===== src/pkg/cabbs_pkg.sv =====
// Shared constants for the bit and branch ALU subset: register map,
// instruction word layout, flag positions, opcodes and core states.
// Assumes a 32-bit AHB-Lite register bus with word-aligned registers.
package cabbs_pkg;

    // ==================================================================
    // Register map, byte offsets.
    localparam logic [11:0] OFS_INSTR     = 12'h000;
    localparam logic [11:0] OFS_ACCUM     = 12'h004;
    localparam logic [11:0] OFS_FLAGS     = 12'h008;
    localparam logic [11:0] OFS_IPTR      = 12'h00C;
    localparam logic [11:0] OFS_STATUS    = 12'h010;
    localparam logic [11:0] OFS_FILE_BASE = 12'h200;

    // ==================================================================
    // Instruction word layout.
    localparam int OP_LSB     = 0;
    localparam int OP_W       = 4;
    localparam int DEST_POS   = 4;
    localparam int FADDR_LSB  = 5;
    localparam int FADDR_W    = 7;
    localparam int BITSEL_LSB = 12;
    localparam int BITSEL_W   = 3;
    localparam int OFFS_LSB   = 16;
    localparam int OFFS_W     = 9;

    // ==================================================================
    // Flag and status bit positions.
    localparam int FLAG_CARRY = 0;
    localparam int FLAG_HALF  = 1;
    localparam int FLAG_ZERO  = 2;
    localparam int STAT_BUSY  = 0;
    localparam int STAT_SKIP  = 1;

    // ==================================================================
    // Values after reset and sizes.
    localparam logic [7:0] ACCUM_RST  = 8'h00;
    localparam int         FILE_DEPTH = 128;

    // ==================================================================
    // Opcodes and core states.
    typedef enum logic [3:0] {
        OP_AND_ACCUM_INTO_FILE          = 4'h0,
        OP_ADD_ACCUM_FILE               = 4'h1,
        OP_ARITH_SHIFT_RIGHT_FILE       = 4'h2,
        OP_ADD_ACCUM_FILE_WITH_OVERFLOW = 4'h3,
        OP_BIT_CLEAR_FILE               = 4'h4,
        OP_TEST_SKIP_IF_LOW             = 4'h5,
        OP_RELATIVE_JUMP                = 4'h6,
        OP_NOP                          = 4'hF
    } cabbs_opcode_t;

    typedef enum logic [1:0] {
        ST_IDLE = 2'b00,
        ST_EXEC = 2'b01,
        ST_NOP  = 2'b11
    } cabbs_state_t;

endpackage


===== src/rtl/cabbs_core.sv =====
// ALU and branch core for a subset of an 8-bit instruction set, behind
// an AHB-Lite slave. Assumes a single master issuing single word transfers.
//
// Our own choices: the placing of the registers and register access over AHB-Lite.
`timescale 1ns/1ps
module cabbs_core #(
    parameter int IPTR_W = 15
) (
    // Clock and reset
    input  wire logic        sys_clk,
    input  wire logic        rst,
    // AHB-Lite slave
    input  wire logic        hsel,
    input  wire logic [31:0] haddr,
    input  wire logic [1:0]  htrans,
    input  wire logic        hwrite,
    input  wire logic [2:0]  hsize,
    input  wire logic [31:0] hwdata,
    input  wire logic        hready,
    output logic             hreadyout,
    output logic             hresp,
    output logic      [31:0] hrdata
);

    // ==================================================================
    // Declarations.
    cabbs_pkg::cabbs_state_t  stateQ;
    cabbs_pkg::cabbs_opcode_t op;
    logic              dpValidQ, dpWriteQ, dpFileQ, rdPendQ;
    logic [9:0]        dpAddrQ;
    logic [31:0]       instrQ, regRdata, flagsV;
    logic [7:0]        accumQ, memRdata, memWdata, result;
    logic [6:0]        memWaddr, memRaddr, faddr;
    logic [2:0]        bitSel;
    logic [8:0]        offs, sum9;
    logic [4:0]        half5;
    logic [IPTR_W-1:0] iptrQ, offsExt;
    logic carryQ, halfQ, zeroQ, skipQ, destF, cin, memWe;
    logic accept, fileA, wrDone, start, idle, busy, arith, skipTaken;

    assign accept = hsel && htrans[1] && hready;
    assign fileA  = haddr[11:9] == cabbs_pkg::OFS_FILE_BASE[11:9];
    assign wrDone = dpValidQ && dpWriteQ && hreadyout;
    assign idle   = stateQ == cabbs_pkg::ST_IDLE;
    assign start  = wrDone && !dpFileQ
                    && {dpAddrQ, 2'b00} == cabbs_pkg::OFS_INSTR;
    assign busy   = !idle || start;

    // ==================================================================
    // Instruction fields.
    assign op      = cabbs_pkg::cabbs_opcode_t'(
                     instrQ[cabbs_pkg::OP_LSB +: cabbs_pkg::OP_W]);
    assign destF   = instrQ[cabbs_pkg::DEST_POS];
    assign faddr   = instrQ[cabbs_pkg::FADDR_LSB +: cabbs_pkg::FADDR_W];
    assign bitSel  = instrQ[cabbs_pkg::BITSEL_LSB +: cabbs_pkg::BITSEL_W];
    assign offs    = instrQ[cabbs_pkg::OFFS_LSB +: cabbs_pkg::OFFS_W];
    assign offsExt = {{(IPTR_W-9){offs[8]}}, offs};

    // ==================================================================
    // Datapath.
    always_comb begin
        arith = op inside {cabbs_pkg::OP_AND_ACCUM_INTO_FILE,
                           cabbs_pkg::OP_ADD_ACCUM_FILE,
                           cabbs_pkg::OP_ARITH_SHIFT_RIGHT_FILE,
                           cabbs_pkg::OP_ADD_ACCUM_FILE_WITH_OVERFLOW};
        cin = (op == cabbs_pkg::OP_ADD_ACCUM_FILE_WITH_OVERFLOW) && carryQ;
        sum9  = {1'b0, accumQ} + {1'b0, memRdata} + {8'h00, cin};
        half5 = {1'b0, accumQ[3:0]} + {1'b0, memRdata[3:0]} + {4'h0, cin};
        skipTaken = (op == cabbs_pkg::OP_TEST_SKIP_IF_LOW)
                    && !memRdata[bitSel];
        case (op)
            cabbs_pkg::OP_AND_ACCUM_INTO_FILE: begin
                result = accumQ & memRdata;
            end
            cabbs_pkg::OP_ADD_ACCUM_FILE,
            cabbs_pkg::OP_ADD_ACCUM_FILE_WITH_OVERFLOW: begin
                result = sum9[7:0];
            end
            cabbs_pkg::OP_ARITH_SHIFT_RIGHT_FILE: begin
                result = {memRdata[7], memRdata[7:1]};
            end
            cabbs_pkg::OP_BIT_CLEAR_FILE: begin
                result = memRdata & ~(8'h01 << bitSel);
            end
            default: begin
                result = memRdata;
            end
        endcase
    end

    // ==================================================================
    // File register store. Bus access is held off while the core runs,
    // so the two users never meet on a port.
    assign memWe    = (stateQ == cabbs_pkg::ST_EXEC
                      && ((arith && destF)
                          || op == cabbs_pkg::OP_BIT_CLEAR_FILE))
                      || (wrDone && dpFileQ);
    assign memWaddr = (stateQ == cabbs_pkg::ST_EXEC) ? faddr : dpAddrQ[6:0];
    assign memWdata = (stateQ == cabbs_pkg::ST_EXEC) ? result : hwdata[7:0];
    assign memRaddr = start
                      ? hwdata[cabbs_pkg::FADDR_LSB +: cabbs_pkg::FADDR_W]
                      : dpAddrQ[6:0];

    cabbs_file_mem #(
        .DEPTH (cabbs_pkg::FILE_DEPTH),
        .AW    (7),
        .DW    (8)
    ) fileMem (
        .sys_clk (sys_clk),
        .rst     (rst),
        .wrEn    (memWe),
        .wrAddr  (memWaddr),
        .wrData  (memWdata),
        .rdAddr  (memRaddr),
        .rdDataQ (memRdata)
    );

    // ==================================================================
    // Sequencer.
    always_ff @(posedge sys_clk) begin
        if (rst) begin
            stateQ <= cabbs_pkg::ST_IDLE;
        end else begin
            case (stateQ)
                cabbs_pkg::ST_IDLE: begin
                    if (start) begin
                        stateQ <= skipQ ? cabbs_pkg::ST_NOP
                                        : cabbs_pkg::ST_EXEC;
                    end
                end
                cabbs_pkg::ST_EXEC: begin
                    if (op == cabbs_pkg::OP_RELATIVE_JUMP || skipTaken) begin
                        stateQ <= cabbs_pkg::ST_NOP;
                    end else begin
                        stateQ <= cabbs_pkg::ST_IDLE;
                    end
                end
                default: begin
                    stateQ <= cabbs_pkg::ST_IDLE;
                end
            endcase
        end
    end

    always_ff @(posedge sys_clk) begin
        if (rst) begin
            skipQ <= 1'b0;
        end else if (stateQ == cabbs_pkg::ST_EXEC && skipTaken) begin
            skipQ <= 1'b1;
        end else if (start && skipQ) begin
            skipQ <= 1'b0;
        end
    end

    always_ff @(posedge sys_clk) begin
        if (rst) begin
            iptrQ <= '0;
        end else if (wrDone && {dpAddrQ, 2'b00} == cabbs_pkg::OFS_IPTR) begin
            iptrQ <= hwdata[IPTR_W-1:0];
        end else if (start && skipQ) begin
            iptrQ <= iptrQ + IPTR_W'(1);
        end else if (stateQ == cabbs_pkg::ST_EXEC) begin
            if (op == cabbs_pkg::OP_RELATIVE_JUMP) begin
                iptrQ <= iptrQ + IPTR_W'(1) + offsExt;
            end else begin
                iptrQ <= iptrQ + IPTR_W'(1);
            end
        end
    end

    always_ff @(posedge sys_clk) begin
        if (rst) begin
            instrQ <= '0;
        end else if (start) begin
            instrQ <= hwdata;
        end
    end

    always_ff @(posedge sys_clk) begin
        if (rst) begin
            accumQ <= cabbs_pkg::ACCUM_RST;
        end else if (wrDone && !dpFileQ
                     && {dpAddrQ, 2'b00} == cabbs_pkg::OFS_ACCUM) begin
            accumQ <= hwdata[7:0];
        end else if (stateQ == cabbs_pkg::ST_EXEC && arith && !destF) begin
            accumQ <= result;
        end
    end

    always_ff @(posedge sys_clk) begin
        if (rst) begin
            {zeroQ, halfQ, carryQ} <= 3'h0;
        end else if (wrDone && !dpFileQ
                     && {dpAddrQ, 2'b00} == cabbs_pkg::OFS_FLAGS) begin
            carryQ <= hwdata[cabbs_pkg::FLAG_CARRY];
            halfQ  <= hwdata[cabbs_pkg::FLAG_HALF];
            zeroQ  <= hwdata[cabbs_pkg::FLAG_ZERO];
        end else if (stateQ == cabbs_pkg::ST_EXEC && arith) begin
            zeroQ <= result == 8'h00;
            if (op == cabbs_pkg::OP_ARITH_SHIFT_RIGHT_FILE) begin
                carryQ <= memRdata[0];
            end else if (op != cabbs_pkg::OP_AND_ACCUM_INTO_FILE) begin
                carryQ <= sum9[8];
                halfQ  <= half5[4];
            end
        end
    end

    // ==================================================================
    // Bus slave. Register reads answer with no wait state; file access,
    // and writes while the core runs, wait until the core is idle.
    always_comb begin
        flagsV = '0;
        flagsV[cabbs_pkg::FLAG_CARRY] = carryQ;
        flagsV[cabbs_pkg::FLAG_HALF]  = halfQ;
        flagsV[cabbs_pkg::FLAG_ZERO]  = zeroQ;
        case ({haddr[11:2], 2'b00})
            cabbs_pkg::OFS_INSTR:  regRdata = instrQ;
            cabbs_pkg::OFS_ACCUM:  regRdata = 32'(accumQ);
            cabbs_pkg::OFS_FLAGS:  regRdata = flagsV;
            cabbs_pkg::OFS_IPTR:   regRdata = 32'(iptrQ);
            cabbs_pkg::OFS_STATUS: begin
                regRdata = 32'h0000_0000;
                regRdata[cabbs_pkg::STAT_BUSY] = busy;
                regRdata[cabbs_pkg::STAT_SKIP] = skipQ;
            end
            default: regRdata = 32'h0000_0000;
        endcase
    end

    always_ff @(posedge sys_clk) begin
        if (rst) begin
            dpValidQ  <= 1'b0;
            dpWriteQ  <= 1'b0;
            dpFileQ   <= 1'b0;
            dpAddrQ   <= '0;
            rdPendQ   <= 1'b0;
            hreadyout <= 1'b1;
            hrdata    <= 32'h0000_0000;
        end else begin
            rdPendQ <= 1'b0;
            if (accept) begin
                dpValidQ  <= 1'b1;
                dpWriteQ  <= hwrite;
                dpFileQ   <= fileA;
                dpAddrQ   <= haddr[11:2];
                hreadyout <= !(fileA || (hwrite && busy));
                if (!hwrite) begin
                    hrdata <= fileA ? 32'h0000_0000 : regRdata;
                end
            end else if (dpValidQ && hreadyout) begin
                dpValidQ <= 1'b0;
            end else if (dpValidQ) begin
                if (rdPendQ) begin
                    hrdata    <= 32'(memRdata);
                    hreadyout <= 1'b1;
                end else if (idle && dpFileQ && !dpWriteQ) begin
                    rdPendQ <= 1'b1;
                end else if (idle) begin
                    hreadyout <= 1'b1;
                end
            end
        end
    end

    always_ff @(posedge sys_clk) begin
        hresp <= 1'b0;
    end
endmodule


===== src/rtl/cabbs_file_mem.sv =====
// File register store: one write port, one read port, registered read.
// Assumes the caller never writes and reads conflicting data in one cycle.
`timescale 1ns/1ps
module cabbs_file_mem #(
    parameter int DEPTH = 128,
    parameter int AW    = 7,
    parameter int DW    = 8
) (
    // Clock and reset
    input  wire logic          sys_clk,
    input  wire logic          rst,
    // Write port
    input  wire logic          wrEn,
    input  wire logic [AW-1:0] wrAddr,
    input  wire logic [DW-1:0] wrData,
    // Read port
    input  wire logic [AW-1:0] rdAddr,
    output logic      [DW-1:0] rdDataQ
);

    // ==================================================================
    // Storage. Contents are left unreset, as a real register file would.
    logic [DW-1:0] mem [DEPTH];

    always_ff @(posedge sys_clk) begin
        if (wrEn) begin
            mem[wrAddr] <= wrData;
        end
    end

    always_ff @(posedge sys_clk) begin
        if (rst) begin
            rdDataQ <= '0;
        end else begin
            rdDataQ <= mem[rdAddr];
        end
    end

endmodule


===== config.mk =====
export PLATFORM = sky130hd
export DESIGN_NAME = cabbs_core
export DESIGN_NICKNAME = d
export VERILOG_FILES = /design/src/pkg/cabbs_pkg.sv /design/src/rtl/cabbs_core.sv /design/src/rtl/cabbs_file_mem.sv
export SDC_FILE = /design/constraint.sdc
export NUM_CORES = 2
export LEC_CHECK = 0
export ABC_AREA = 1
export BUFFER_PORTS_ARGS = -buffer_cell sky130_fd_sc_hd__buf_4
export CORE_MARGIN = 5
export CORE_UTILIZATION = 45
export CTS_BUF_LIST = sky130_fd_sc_hd__clkbuf_8
export CTS_CLUSTER_DIAMETER = 40
export DETAILED_ROUTE_END_ITERATION = 10
export GPL_TIMING_DRIVEN = 0
export MAX_ROUTING_LAYER = met4
export PLACE_DENSITY = 0.64
export SLEW_MARGIN = 10
export SYNTH_ARGS = -nofsm -noshare
export SYNTH_HDL_FRONTEND = slang
export SYNTH_SLANG_ARGS = --single-unit

===== constraint.sdc =====
create_clock -name sys_clk -period 10.3 [get_ports sys_clk]
set_input_delay 0 -clock sys_clk [delete_from_list [all_inputs] [get_ports sys_clk]]
set_output_delay 0 -clock sys_clk [all_outputs]
set_load 0.005 [all_outputs]

==> out/qor.yml <==
drive_above_1_share_pct: 10.0
die_area_sq_mm: 0.120
cap_violations: 0
grt-ovfl-total: 0
p_clk_share_pct: 40.2
slew_headroom_pct: 4.51
fin_ws_ns: 5.30
path_buf_inv: 5
syn_avg_cell_area_sq_um: 9.93
cts_setup_buffers: 0
crit_arrival_ns: 5.46
core_sq_mm: 0.113
hold_ws_ns: 0.0679
fp.dieW_um: 347
ys_warn_count: 0
syn_inst: 5149
ys_top_cells_by_area: "edfxtp_1 60%, nand2_1 9.7%, nand3_1 8.5%, inv_1 5.5%, dfxtp_1 4.5%"
placed_cell_area_sq_mm: 0.0548
ys_seq_elements: 1140
p_leak_uw: 0.0242
io_pins: 108
p_switching_uw: 2510
ys.flop_type: "edfxtp_1"
irDropWorstVdd_mv: 0.118
status: "complete, no violations"
cp.depth: 10
fill_cells: 10100
instances_no_fill: 7247
synth_edf_count: 1024
htreeDepth: 4
wl_um: 195000
gp_congestion: 1.02
first_iter_violations: 6460
cts.path.max_buffers: 3
ctsHoldBuffers: 118
grt_busiest_layer: "met2"
multi_input_area_sq_mm: 0.0140
hold_path_depth: 4
cp-end-kind: "register"
clock_latency_ns: 0.89
final_common_cell: "nand2_1"
cts_sinks: 1140
hpwl_um: 138000
final.min_clock_period_ns: 5.00
share_seq_of_total_power_pct: 51.6
synth_seq_area_share_pct: 64.7
synth-async-reset-ratio_pct: 0
post-place-cells: 6776
grtUsageTotal_pct: 32.3
ctsResizeCount: 0
layout_common_cells: "1321 x nand2_1, 1024 x edfxtp_1, 864 x nand3_1"
viasPerCell: 5.73
grt_pass1_wl_um: 272000
pwr-share-comb_pct: 8.3
grt_setup_unrepaired: "false"
area_growth_syn_to_layout_pct: 16.8
clkTransAtPathRegs_ns: 0.06
finalCritPeriodShare_pct: 48.5
tightest_slew_ns: 1.43
final-setup-viol-count: 0
critPathMaxStageDelay_ns: 1.19
final-seq-area_sq_mm: 0.0331
cts_tree: "yes"
path_cells: "inv_1, nor2_1, inv_1, buf_2, o21ai_0, inv_1, nor2_1, nand2_1, clkbuf_1, nor2_1"
worst-setup-path-type: "register to register"
rows: 123
layout.nets: 5686
die_h_um: 347
crit_slowest_cell: "nor2_1"
yosysUniqueCellTypes: 51
crit_required_ns: 10.76
wire_per_inst_um: 26.9
critical_path.top_delay_family: "simple AND/OR/NAND/NOR gates"
vias: 41500
start_util_pct: 45.4
antenna_found_initial: 3
p_int_uw: 7290
netlist.area_leader.share_pct: 60.2
rr_worst_depth: 10
slew_viol_final: 0
hold_viol_final: 0
met3_usage_pct: 7.73
p_sw_share_pct: 25.6
r2r_slack_ns: 5.30
dr.pass1.iters: 8
design_area_sq_mm: 0.0597
met1_usage_pct: 42.0
post-route-drc-count: 0
syn_nets: 5248
grt_pass1_vias: 38600
synth.largest_area_cell: "edfxtp_1"
hp-class: "input port to register"
max_clock_freq_ghz: 0.200
cellPowerDensity_mw_per_mm2: 164
startpoint_type: "register"
grt_max_degree: 34
cts_buffers: 191
grt_use_met2_pct: 47.9
portBuffers: 79
ctsRootBufferMaster: "clkbuf_8"
fin_total_pwr_uw: 9800
pre_cts_ws_ns: 5.67
finalClockSkew_ns: 0.0594
worstPathMaxFanout: 10
netlist_area_sq_mm: 0.0511
ant_nets: 0
==> layer usage <==
layer | wire length (um) | up-vias
li1 | - | 18100
met4 | 11200 | 0
met1 | 72700 | 19800
met5 | 0 | -
met3 | 25700 | 583
met2 | 85500 | 2988
==> kinds of logic (layout without fill, tap and decap cells) <==
group | after synthesis | in the layout | share of synthesized area [%]
AOI/OAI and AO/OA | 373 | 373 | 4.51
xor gates and xnor gates | 16 | 16 | 0.274
adders and majority gates | 25 | 25 | 0.656
buffers and inverters | 1039 | 1634 | 8.08
DFF | 1140 | 1140 | 64.7
other | 1 | 4 | 0.00734
and+or+nand+nor | 2555 | 2555 | 21.8
==> worst min-delay path, stage by stage <==
cell and delay (ns):
dlygate4sd3_1 0.53, buf_4 0.10, o21ai_0 0.13, a21oi_1 0.15
==> cell type report <==
type | count | area share (%)
clock buffers | 199 | 4.59
inverters | 764 | 4.80
well taps | 1500 | 3.14
diodes | 3 | 0.0126
multi-input cells | 2970 | 23.5
repair buffers | 245 | 4.87
plain buffers | 275 | 2.11
flip-flops and latches | 1140 | 55.4
clock inverters | 151 | 1.57
==> sequential cells by signal (all words and copies together) (netlist names) <==
name             count
accumQ               8
fileMem.mem       1024
iptrQ               15
dpAddrQ             10
skipQ                1
instrQ              32
dpValidQ             1
dpFileQ              1
dpWriteQ             1
zeroQ                1
halfQ                1
stateQ               2
hreadyout            1
fileMem.rdDataQ      8
rdPendQ              1
carryQ               1
hrdata              32
==> power groups by stage <==
stage	registers, uW	logic, uW	clock network (uW)
3_3_place_gp	5220	677	0
6_report	5050	810	3940
2_1_floorplan	5170	351	0
4_1_cts	5050	772	3940
3_5_place_dp	5150	739	0
5_1_grt	5050	827	4160
==> through the flow <==
stage | utilization [%] | setup TNS, ns
floorplan | - | 0
global placement | 47.6 | -5863.49
detailed placement | 48.7 | 0
CTS | 53.0 | 0
global route | 53.0 | 0
finish | 53.0 | 0
==> cell usage after synthesis (3+ instances only) <==
cell type,count
nand2_1,1321
edfxtp_1,1024
nand3_1,864
inv_1,755
nor2_1,244
buf_2,154
a21oi_1,127
dfxtp_1,116
o211ai_1,109
clkbuf_1,90
nand3b_1,89
o21ai_0,73
buf_1,25
ha_1,22
o221ai_1,14
o22ai_1,14
xor2_1,13
nor3_1,12
a31oi_1,9
inv_2,7
nand4_1,6
or2_2,5
a22oi_1,4
buf_6,4
o31ai_1,4
a211oi_1,3
a21o_1,3
fa_1,3
nor4_1,3
o2111ai_1,3
xnor2_1,3
==> final timing paths <==
kind | from | endpoint
worst max-delay path | stateQ[0] | fileMem.mem[112][5]
worst min-delay path | hwdata[24] | instrQ[24]
worst max register to register | stateQ[0] | fileMem.mem[112][5]
worst min register to register | instrQ[26] | hrdata[26]
Power figures use the tool's default switching activity.
